**src/include/gadvr_params.svh**
```systemverilog
// Offsets, field positions, reset values and codes of the alignment/volume register bank
`ifndef GADVR_PARAMS_SVH
`define GADVR_PARAMS_SVH
// Register indices; byte address is four times the index
`define GADVR_IDX_PIN     6'h15
`define GADVR_IDX_AUDIO   6'h16
`define GADVR_IDX_ALIGN   6'h17
`define GADVR_IDX_SLOTS   6'h18
`define GADVR_IDX_DIAG    6'h19
`define GADVR_IDX_VOL     6'h1A
// Reset values
`define GADVR_RST_PIN     3'h0
`define GADVR_RST_AUDIO   8'h12
`define GADVR_RST_ALIGN   8'h0C
`define GADVR_RST_SLOTS   8'h00
`define GADVR_RST_DIAG    8'h0D
`define GADVR_RST_VOL     8'h00
// Field positions
`define GADVR_PIN_LSB     2
`define GADVR_PIN_MSB     4
`define GADVR_AUD_LEN     7
`define GADVR_AUD_TX      6
`define GADVR_ALN_BO      7
`define GADVR_ALN_LIM     0
`define GADVR_DG_NG       7
`define GADVR_DIAG_CLOCK_SELECT      6
`define GADVR_DG_COMB     5
// Pin function codes
`define GADVR_PF_ALIGN    3'h0
`define GADVR_PF_OFF      3'h2
`define GADVR_PF_GPI      3'h3
`define GADVR_PF_GPO      3'h4
// Diagnostic codes
`define GADVR_DG_ZERO     5'h00
`define GADVR_DG_DC_LAST  5'h0A
`define GADVR_DG_FS4      5'h0B
`define GADVR_DG_FS6      5'h0C
`define GADVR_DG_SINE     5'h0D
`define GADVR_DG_PROG     5'h0E
// Slot spacing of the alignment group, volume limit and DC level step
`define GADVR_SLOT_STEP   6'h03
`define GADVR_VOL_MAX     8'hC8
`define GADVR_DC_STEP_DB  5'h06
`endif

```
**src/include/gadvr_pkg.sv**
```systemverilog
// Types shared by the alignment/volume register bank
package gadvr_pkg;
  // What the diagnostic generator produces
  typedef enum logic [2:0] {
    GADVR_DIAG_ZERO,
    GADVR_DIAG_DC,
    GADVR_DIAG_FS4,
    GADVR_DIAG_FS6,
    GADVR_DIAG_SINE,
    GADVR_DIAG_PROG
  } gadvr_diag_t;
endpackage : gadvr_pkg

```
**src/gadvr_regs.sv**
```systemverilog
// Register bank for pin function, audio slot, gain alignment, diagnostics and volume
//
// Register access over Avalon-MM was decided locally.
`timescale 1ns/100ps
`default_nettype none
`include "gadvr_params.svh"

// Overview of operation
// - Pin function code selects align, off, GPI, GPO
// - Slot length bit picks 16 or 24 bits
// - Audio transmitted only while transmit enable set
// - Six-bit audio slot field, reset 12h
// - Brownout alignment only when its enable set
// - Six-bit alignment start slot, reset 6h
// - Limiter alignment only when its enable set
// - Include bit n adds slot start plus 3n
// - Noise gate plus bit gives improved alignment
// - Diag clock internal when clear, external when set
// - Attenuation summed when clear, maximum when set
// - Diag selector picks zero, DC levels, tones, sine
// - Code 0Eh gives programmable DC; rest reserved
// - Volume 0.5 dB steps, above C8h mutes
module gadvr_regs (
  input  wire logic                       clk,               // 100 MHz clock
  input  wire logic                       rst_b,             // Async reset, active low
  input  wire logic [7:0]                 address,           // Avalon byte address
  input  wire logic                       read,              // Avalon read
  input  wire logic                       write,             // Avalon write
  input  wire logic [31:0]                writedata,         // Avalon write data
  input  wire logic [3:0]                 byteenable,        // Avalon byte enables
  output logic      [31:0]                readdata,          // Avalon read data
  output logic                            waitrequest,       // Avalon wait request
  input  wire logic                       noise_gate_en,     // Noise gate active
  input  wire logic [7:0]                 brownout_atten,    // Brownout attenuation, dB
  input  wire logic [7:0]                 limiter_atten,     // Limiter attenuation, dB
  output logic                            pin_gain_align,    // Pin carries gain alignment
  output logic                            pin_buf_off,       // Pin buffers disabled
  output logic                            pin_gpi,           // Pin is general input
  output logic                            pin_gpo,           // Pin is general output
  output logic                            audio_slot_24,     // Audio slot 24 bits wide
  output logic                            audio_tx_en,       // Audio transmit enable
  output logic      [5:0]                 audio_slot,        // Audio output slot
  output logic                            brownout_align_on, // Brownout alignment active
  output logic                            limiter_align_on,  // Limiter alignment active
  output logic      [5:0]                 align_start,       // Alignment start slot
  output logic      [47:0]                group_slots,       // Slot of member n at [6n+:6]
  output logic      [7:0]                 group_member,      // Member n is in the group
  output logic                            ng_align_active,   // Improved alignment in use
  output logic                            diag_clk_ext,      // Diag runs on bit clock/sync
  output gadvr_pkg::gadvr_diag_t          diag_kind,         // Diagnostic signal kind
  output logic                            diag_dc_neg,       // Fixed DC level negative
  output logic      [4:0]                 diag_dc_db,        // Fixed DC level, -dBFS
  output logic      [8:0]                 total_atten,       // Combined attenuation, dB
  output logic      [7:0]                 vol_halfdb,        // Volume attenuation, 0.5 dB
  output logic                            vol_mute           // Output muted
);
  import gadvr_pkg::*;

  // Stored fields; reserved bits have no storage at all
  logic [2:0]  pin_fn_r;    // Pin function field
  logic [7:0]  audio_r;     // Audio slot configuration
  logic [7:0]  align_r;     // Alignment configuration
  logic [7:0]  slots_r;     // Slot include bits
  logic [7:0]  diag_r;      // Diagnostic configuration
  logic [7:0]  vol_r;       // Volume level
  logic        wait_r;      // Wait request flop
  logic [31:0] rdata_r;     // Read data flop
  logic [31:0] rdata_nxt;   // Read data to capture
  logic        wr_acc;      // Write taken at this edge
  logic        req_new;     // Request not yet answered

  // Address decode, shared by read and write paths
  function automatic logic hit(input logic [7:0] a, input logic [5:0] idx);
    hit = (a[7:2] == idx);
  endfunction : hit

  // Slot of group member n: start plus three per step, wrapping at 64
  function automatic logic [5:0] slot_of(input logic [5:0] start, input logic [2:0] n);
    logic [5:0] off;
    off = 6'({3'h0, n} * `GADVR_SLOT_STEP);
    slot_of = 6'(start + off);
  endfunction : slot_of

  // A write lands only at the edge where waitrequest is seen low
  assign wr_acc  = write && !wait_r && byteenable[0];
  assign req_new = (read || write) && wait_r;

  // Answer each request with exactly one low cycle of waitrequest
  always_ff @(posedge clk or negedge rst_b) begin
    if (!rst_b) begin
      wait_r <= 1'b1;
    end else begin
      wait_r <= !req_new;
    end
  end

  // Read mux; unmapped addresses and reserved bits read zero
  always_comb begin
    rdata_nxt = 32'h0000_0000;
    if (hit(address, `GADVR_IDX_PIN)) begin
      rdata_nxt[`GADVR_PIN_MSB:`GADVR_PIN_LSB] = pin_fn_r;
    end else if (hit(address, `GADVR_IDX_AUDIO)) begin
      rdata_nxt[7:0] = audio_r;
    end else if (hit(address, `GADVR_IDX_ALIGN)) begin
      rdata_nxt[7:0] = align_r;
    end else if (hit(address, `GADVR_IDX_SLOTS)) begin
      rdata_nxt[7:0] = slots_r;
    end else if (hit(address, `GADVR_IDX_DIAG)) begin
      rdata_nxt[7:0] = diag_r;
    end else if (hit(address, `GADVR_IDX_VOL)) begin
      rdata_nxt[7:0] = vol_r;
    end
  end

  // Read data captured as waitrequest drops for a read, held until next read answer
  always_ff @(posedge clk or negedge rst_b) begin
    if (!rst_b) begin
      rdata_r <= 32'h0000_0000;
    end else if (req_new && read) begin
      rdata_r <= rdata_nxt;
    end
  end

  // Pin function; only bits 4:2 are kept
  always_ff @(posedge clk or negedge rst_b) begin
    if (!rst_b) begin
      pin_fn_r <= `GADVR_RST_PIN;
    end else if (wr_acc && hit(address, `GADVR_IDX_PIN)) begin
      pin_fn_r <= writedata[`GADVR_PIN_MSB:`GADVR_PIN_LSB];
    end
  end

  // Audio slot configuration
  always_ff @(posedge clk or negedge rst_b) begin
    if (!rst_b) begin
      audio_r <= `GADVR_RST_AUDIO;
    end else if (wr_acc && hit(address, `GADVR_IDX_AUDIO)) begin
      audio_r <= writedata[7:0];
    end
  end

  // Alignment configuration: enables and start slot
  always_ff @(posedge clk or negedge rst_b) begin
    if (!rst_b) begin
      align_r <= `GADVR_RST_ALIGN;
    end else if (wr_acc && hit(address, `GADVR_IDX_ALIGN)) begin
      align_r <= writedata[7:0];
    end
  end

  // Slot include bits
  always_ff @(posedge clk or negedge rst_b) begin
    if (!rst_b) begin
      slots_r <= `GADVR_RST_SLOTS;
    end else if (wr_acc && hit(address, `GADVR_IDX_SLOTS)) begin
      slots_r <= writedata[7:0];
    end
  end

  // Diagnostic configuration
  always_ff @(posedge clk or negedge rst_b) begin
    if (!rst_b) begin
      diag_r <= `GADVR_RST_DIAG;
    end else if (wr_acc && hit(address, `GADVR_IDX_DIAG)) begin
      diag_r <= writedata[7:0];
    end
  end

  // Volume level
  always_ff @(posedge clk or negedge rst_b) begin
    if (!rst_b) begin
      vol_r <= `GADVR_RST_VOL;
    end else if (wr_acc && hit(address, `GADVR_IDX_VOL)) begin
      vol_r <= writedata[7:0];
    end
  end

  // Pin function decode; reserved codes park the pin with buffers off,
  // the safest state when software loads a code with no meaning
  always_ff @(posedge clk or negedge rst_b) begin
    if (!rst_b) begin
      pin_gain_align <= 1'b1;
      pin_buf_off    <= 1'b0;
      pin_gpi        <= 1'b0;
      pin_gpo        <= 1'b0;
    end else begin
      pin_gain_align <= (pin_fn_r == `GADVR_PF_ALIGN);
      pin_gpi        <= (pin_fn_r == `GADVR_PF_GPI);
      pin_gpo        <= (pin_fn_r == `GADVR_PF_GPO);
      pin_buf_off    <= !((pin_fn_r == `GADVR_PF_ALIGN) || (pin_fn_r == `GADVR_PF_GPI)
                          || (pin_fn_r == `GADVR_PF_GPO));
    end
  end

  // Audio output placement in the serial frame
  always_ff @(posedge clk or negedge rst_b) begin
    if (!rst_b) begin
      audio_slot_24 <= 1'b0;
      audio_tx_en   <= 1'b0;
      audio_slot    <= 6'(`GADVR_RST_AUDIO);
    end else begin
      audio_slot_24 <= audio_r[`GADVR_AUD_LEN];
      audio_tx_en   <= audio_r[`GADVR_AUD_TX];
      audio_slot    <= audio_r[5:0];
    end
  end

  // Alignment enables and group membership
  always_ff @(posedge clk or negedge rst_b) begin
    if (!rst_b) begin
      brownout_align_on <= 1'b0;
      limiter_align_on  <= 1'b0;
      align_start       <= 6'h06;
      group_slots       <= 48'h0;
      group_member      <= 8'h00;
    end else begin
      brownout_align_on <= align_r[`GADVR_ALN_BO];
      limiter_align_on  <= align_r[`GADVR_ALN_LIM];
      align_start       <= align_r[6:1];
      for (int n = 0; n < 8; n++) begin
        group_slots[n*6 +: 6] <= slot_of(align_r[6:1], 3'(n));
      end
      // Members count only while limiter alignment runs
      group_member <= align_r[`GADVR_ALN_LIM] ? slots_r : 8'h00;
    end
  end

  // Improved alignment needs both the noise gate and its enable
  always_ff @(posedge clk or negedge rst_b) begin
    if (!rst_b) begin
      ng_align_active <= 1'b0;
      diag_clk_ext    <= 1'b0;
    end else begin
      ng_align_active <= noise_gate_en && diag_r[`GADVR_DG_NG];
      diag_clk_ext    <= diag_r[`GADVR_DIAG_CLOCK_SELECT];
    end
  end

  // Attenuation combine; the sum keeps a ninth bit so it cannot wrap
  always_ff @(posedge clk or negedge rst_b) begin
    if (!rst_b) begin
      total_atten <= 9'h000;
    end else if (diag_r[`GADVR_DG_COMB]) begin
      total_atten <= {1'b0, (brownout_atten > limiter_atten) ? brownout_atten
                                                              : limiter_atten};
    end else begin
      total_atten <= {1'b0, brownout_atten} + {1'b0, limiter_atten};
    end
  end

  // Diagnostic signal decode; reserved codes fall back to silence
  always_ff @(posedge clk or negedge rst_b) begin
    if (!rst_b) begin
      diag_kind   <= GADVR_DIAG_SINE;
      diag_dc_neg <= 1'b0;
      diag_dc_db  <= 5'h00;
    end else begin
      // Pairs of codes share a level: 01/02 at 6 dB up to 09/0A at 30 dB
      diag_dc_db  <= 5'((diag_r[4:0] + 5'h01) >> 1) * `GADVR_DC_STEP_DB;
      diag_dc_neg <= (diag_r[4:0] != 5'h01);
      if (diag_r[4:0] == `GADVR_DG_ZERO) begin
        diag_kind <= GADVR_DIAG_ZERO;
      end else if (diag_r[4:0] <= `GADVR_DG_DC_LAST) begin
        diag_kind <= GADVR_DIAG_DC;
      end else if (diag_r[4:0] == `GADVR_DG_FS4) begin
        diag_kind <= GADVR_DIAG_FS4;
      end else if (diag_r[4:0] == `GADVR_DG_FS6) begin
        diag_kind <= GADVR_DIAG_FS6;
      end else if (diag_r[4:0] == `GADVR_DG_SINE) begin
        diag_kind <= GADVR_DIAG_SINE;
      end else if (diag_r[4:0] == `GADVR_DG_PROG) begin
        diag_kind <= GADVR_DIAG_PROG;
      end else begin
        diag_kind <= GADVR_DIAG_ZERO;
      end
    end
  end

  // Volume: steps pass through, anything past the floor mutes
  always_ff @(posedge clk or negedge rst_b) begin
    if (!rst_b) begin
      vol_halfdb <= 8'h00;
      vol_mute   <= 1'b0;
    end else begin
      vol_halfdb <= vol_r;
      vol_mute   <= (vol_r > `GADVR_VOL_MAX);
    end
  end

  assign readdata    = rdata_r;
  assign waitrequest = wait_r;
endmodule : gadvr_regs
`default_nettype wire

```
**config.mk**
```make
export PLATFORM = sky130hd
export DESIGN_NAME = gadvr_regs
export DESIGN_NICKNAME = d
export VERILOG_FILES = /design/src/include/gadvr_pkg.sv /design/src/gadvr_regs.sv
export VERILOG_INCLUDE_DIRS = /design/src /design/src/include
export SDC_FILE = /design/constraint.sdc
export NUM_CORES = 1
export LEC_CHECK = 0
export BUFFER_PORTS_ARGS = -buffer_cell sky130_fd_sc_hd__buf_4
export CAP_MARGIN = 0
export CORE_MARGIN = 3
export CORE_UTILIZATION = 51
export DETAILED_ROUTE_END_ITERATION = 12
export PLACE_DENSITY = 0.82
export RECOVER_POWER = 100
export SLEW_MARGIN = 20
export SYNTH_ARGS = -nofsm -noshare
export SYNTH_HDL_FRONTEND = slang
export SYNTH_SLANG_ARGS = --single-unit
```
**constraint.sdc**
```tcl
create_clock -name clk -period 2.73 [get_ports clk]
set_input_delay 0.4095 -clock clk [delete_from_list [all_inputs] [get_ports clk]]
set_output_delay 0.4095 -clock clk [all_outputs]
set_load 0.05 [all_outputs]
```
# Yosys cells after proc, flatten, opt, wreduce, memory -nomap -nowiden
# Cells that the tools add are included.
dict set report word_totals {
  word_cells 90
  output_inout_bits 138
  reg_bits 156
}
dict set report op_classes {
  addsub 9
  n_mul 1
  reduce_logical 19
  n_eq_ne 13
  mux 17
  magnitude_cmp 3
}
# op count
set ops {}
lappend ops {{$mux W8} 7}
lappend ops {{$eq A6 B5 Y1 const B} 6}
lappend ops {{$mux W3} 8}
lappend ops {{$eq A5 B4 Y1 const B} 4}
lappend ops {{$add A6 B4 Y6 const B} 3}
lappend ops {{$add A6 B5 Y6 const B} 2}
lappend ops {{$logic_and A1 B1 Y1} 11}
lappend ops {{$add A8 B8 Y9} 1}
lappend ops {{$mux W9} 1}
lappend ops {{$gt A8 B8 Y1} 1}
lappend ops {{$gt A8 B8 Y1 const B} 1}
lappend ops {{$add A6 B2 Y6 const B} 1}
lappend ops {{$add A6 B3 Y6 const B} 1}
lappend ops {{$add A5 B1 Y5 const B} 1}
lappend ops {{$le A5 B4 Y1 const B} 1}
lappend ops {{$logic_not A5 Y1} 1}
lappend ops {{$ne A5 B1 Y1 const B} 1}
lappend ops {{$mul A4 B2 Y4 const B} 1}
lappend ops {{$eq A3 B2 Y1 const B} 1}
lappend ops {{$eq A3 B3 Y1 const B} 1}
lappend ops {{$logic_not A1 Y1} 3}
lappend ops {{$logic_not A3 Y1} 1}
lappend ops {{$logic_or A1 B1 Y1} 3}
lappend ops {{$mux W2} 1}

# Depth between registers and ports, before layout
dict set report logic_depth {
  depth_word 7
  ltp_mapped 7
  mapped_depth_nobuf 7
}

# Least setup slack after synthesis
# OpenSTA, ideal clock, no wires.
dict set report synth_timing {
  kind {register -> register}
  startpoint {register diag_r[0]}
  endpoint {register diag_dc_db[4]}
  n_path_buf 0
  setup_ns 0.080
  arrival_time_ns 1.930
  slack_ns 0.720
  t_required_ns 2.650
  path_stages_with_launch 8
  path_cell_list {dfstp_2 -> inv_1 -> ha_1 -> ha_1 -> fa_1 -> xnor2_1 -> xnor2_1 -> xnor2_1}
}
dict set report synth_between {
  elab_chain_cells 2
}
# item line_no
set synth_lines {}
lappend synth_lines {{start: declaration} gadvr_regs.sv:64} ;# logic [7:0] diag_r;
lappend synth_lines {{start signal: assignment} gadvr_regs.sv:163} ;# diag_r <= `GADVR_RST_DIAG;
lappend synth_lines {{start signal: assignment} gadvr_regs.sv:165} ;# diag_r <= writedata[7:0];
lappend synth_lines {{$add A5 B1 Y5} gadvr_regs.sv:259} ;# diag_dc_db <= 5'((diag_r[4:0] + 5'h01) >> 1) * `GADVR_DC_STEP_DB;
lappend synth_lines {{$mul A4 B2 Y4 (no line)} n/a}
lappend synth_lines {{end signal: assignment} gadvr_regs.sv:259}
lappend synth_lines {{end: declaration} gadvr_regs.sv:52} ;# output logic [4:0] diag_dc_db,
# No other way between the ends.
# A chain may end at the register's enable or synchronous reset.

# Worst setup path after layout
# Ends and elaborated chain as after synthesis.

==> key figures <==
Global route
  – Largest net degree at the start of global routing: 72
  – Vias in the first global route: 4532
  – Initial antenna violation count: 0
  – Grt ovf: 0
  – First-pass GRT wire length: 23100 um
  – Gr usage total: 20.8%

STA
  – Count of final setup violators: 0
  – Unrepaired setup endpoints after global routing: no
  – Final Slew Violations: 72
  – Fin crit period: 2.25 ns
  – Clk_skew: 0.00887 ns
  – Peak Freq: 444 MHz
  – Slew headroom: -13.3%
  – Final-report hold violation count: 0
  – Hold_ws: 0.160 ns
  – Tcrit/Tclk final: 82.6%
  – Setup_tns: 0 ns
  – Worst Max-Slew Pin Slew: 1.70 ns

Drt
  – Vias per Instance: 5.27
  – First-pass iteration count of the detailed router: 5
  – Routed Antenna Nets: 0
  – Drt drc: 0
  – WL per Instance: 17.4 um
  – DRT iter0 DRCs: 314
  – Via Count: 4474
  – WL final: 14800 um

Logic synthesis
  – Yosys cell types: 59
  – Cell Area, Synth: 6530 um^2
  – Flops & latches, synth: 142
  – Avg Cell Area, Syn: 12.4 um^2
  – Ys flop type: dfrtp_1
  – Yosys warns: 0
  – Gate Count Post-Synth: 527
  – Post-synth ARST share: 100%
  – Post-synthesis sequential area ratio: 54.7%
  – Post-synth EDFFs: 0

Final layout
  – ANT cells: 0
  – Share of layout cells above drive strength 1: 17.5%
  – Synth-to-Final Area Change: 18.2%
  – Fillers: 1034
  – Nets: 768
  – Design area: 7710 um^2

Placement
  – Global placer's final weighted congestion: 0.907
  – DP Wirelength: 10600 um
  – I/O Buffers: 148
  – Placed cell areas: 7620 um^2

Worst hold path
  – Hold Crit Start: write
  – Hold depth: 2
  – Hold EP: waitrequest
  – Hold crit path type: in -> reg

Setup path
  – Crit path cell chain: inv_1, ha_1, ha_1, fa_1, xnor2_1, xnor2_1, xnor2_1
  – Capturing point of the worst reg2reg path: diag_dc_db[4]
  – Worst path top cell family by delay: adder cells
  – Startpoint Class: flop
  – Worst Path Max Fanout: 6
  – Req. time, crit path: 3.07 ns
  – Worst r2r src: diag_r[0]
  – CP max stage delay: 0.66 ns
  – Slowest CP cell: dfstp_1
  – Setup CP Type: reg -> reg
  – CP bufs+invs: 1
  – Reg2Reg Depth: 7
  – CP arrival: 2.59 ns
  – R2R setup slack: 0.48 ns
  – Worst setup EP type: flop
  – Most frequent CP cell: xnor2_1

Clocking
  – CTS root buf: clkbuf_16
  – CTS resizes: 0
  – Clk pin slew, worst setup/hold paths: 0.06 ns
  – Postcts setup bufs: 0
  – CTS Buf Count: 17
  – CTS tree: built
  – Htree depth: 4
  – TritonCTS Sinks: 142
  – Clk_lat worst skew: 0.41 ns
  – Clk buf depth: 2
  – CTS Hold Bufs: 0

Floorplanning
  – Core area: 12300 um^2
  – Die Y-Extent: 119 um
  – Num ports: 203
  – Width of the die: 119 um
  – Initial Util: 53.2%
  – Cell row count: 40
  – Die ar.: 14200 um^2

Pwr
  – Pleak: 3.61 nW
  – Pwr Density: 770 nW/um^2
  – Maximum vdd drop: 0.000321 V

Status
  – Status: finished with violations
  – Failing checks: max-capacitance violations, max-slew violations

Run
  – Max cap viols: 1
[cell usage after synthesis, types with 5 or more instances]
cell type | n | area (um^2)
dfstp_2 | 14 | 368
mux2_4 | 8 | 120
ha_1 | 32 | 400
mux2_2 | 32 | 360
nand2b_1 | 11 | 68.8
nor2b_1 | 5 | 31.3
clkbuf_1 | 5 | 18.8
buf_4 | 42 | 315
a221oi_1 | 8 | 70.1
xnor2_1 | 21 | 184
xor2_1 | 9 | 78.8
inv_1 | 27 | 101
nor3_1 | 8 | 40.0
mux2i_1 | 7 | 70.1
dfrtp_1 | 128 | 3200
nor2_1 | 13 | 48.8
a31oi_1 | 6 | 37.5
and2_1 | 13 | 81.3
nand2_1 | 22 | 82.6
nand3_1 | 11 | 55.1
a21oi_1 | 20 | 100
o21ai_0 | 23 | 115
[registers in the layout (all words and copies together) (netlist names), 2 cells and up]
name and flops:
group_slots 38, total_atten 9, align_r 8, audio_r 8
diag_r 8, group_member 8, readdata 8, slots_r 8
vol_halfdb 8, vol_r 8, audio_slot 6, diag_dc_db 4
diag_kind 3, pin_fn_r 3, align_start 2
[where the power goes]
part | internal, W | leakage (nW) | switching [W]
Combinational | 0.000259 | 1.53 | 0.000977
Sequential | 0.00229 | 1.78 | 0.000110
Clock | 0.00148 | 0.293 | 0.000828
Total | 0.00402 | 3.61 | 0.00191
[worst register-to-register path, cell delays in order, from the launching register on]
cell	delay, ns
dfstp_1	0.66
inv_1	0.12
ha_1	0.33
ha_1	0.22
fa_1	0.37
xnor2_1	0.19
xnor2_1	0.15
xnor2_1	0.13
[stage by stage]
stage | setup WS, ns | cells | total power (W) | utilization, %
global route | 0.276 | 849 | 0.00615 | 62.9
finish | 0.476 | 849 | 0.00594 | 62.9
global placement | 0.609 | 818 | 0.00379 | 62.1
CTS | 0.556 | 849 | 0.00613 | 67.0
floorplan | 0.720 | 551 | 0.00341 | -
detailed placement | 0.491 | 818 | 0.00383 | 62.1
[area by class of cell]
| class | instances | area, um^2 | share of cell area (%) |
|---|---|---|---|
| well taps | 168 | 210 | 2.73 |
| flip-flops and latches | 142 | 3570 | 46.3 |
| repair buffers | 153 | 708 | 9.18 |
| inverters | 27 | 101 | 1.31 |
| clock buffers | 21 | 460 | 5.97 |
| clock inverters | 10 | 139 | 1.80 |
| multi-input cells | 328 | 2520 | 32.7 |
[metal layers]
metal | wire (um) | GRT usage (%) | up-vias
li1 | - | - | 2043
met1 | 5850 | 24.1 | 2229
met2 | 7620 | 37.1 | 179
met3 | 1080 | 5.70 | 23
met4 | 202 | 6.73 | 0
met5 | 0 | 0 | -
[worst max path at each step]
stage / slack, ns / startpoint / endpoint / depth (start not counted)
CTS: 0.56 / diag_r[0] / diag_dc_db[4] / 7
global route: 0.28 / limiter_atten[5] / total_atten[5] / 7
floorplan: 0.72 / diag_r[0] / diag_dc_db[4] / 7
global placement: 0.61 / diag_r[0] / diag_dc_db[4] / 7
detailed placement: 0.49 / brownout_atten[5] / total_atten[6] / 7
finish: 0.48 / diag_r[0] / diag_dc_db[4] / 7
[cell families after synthesis]
logic type	after synthesis	share of synthesized area (%)
flops	142	54.7
xor+xnor	30	4.03
mux	47	8.44
buf+inv	81	7.27
fa+ha+maj	34	6.75
simple gates	104	9.66
other cells	1	0.0575
compound gates	88	9.07
[cells in the final DEF (no fill, tap or decap), types with 9 or more instances in the layout]
| cell | n |
|---|---|
| a21oi_1 | 20 |
| and2_0 | 9 |
| buf_4 | 34 |
| clkbuf_1 | 118 |
| clkbuf_16 | 17 |
| conb_1 | 25 |
| dfrtp_1 | 128 |
| ha_1 | 32 |
| inv_1 | 27 |
| mux2_2 | 32 |
| nand2_1 | 22 |
| nand2b_1 | 11 |
| nand3_1 | 12 |
| nor2_1 | 13 |
| o21ai_0 | 24 |
| xnor2_1 | 21 |
| xor2_1 | 9 |
Power figures use the tool's default switching activity.
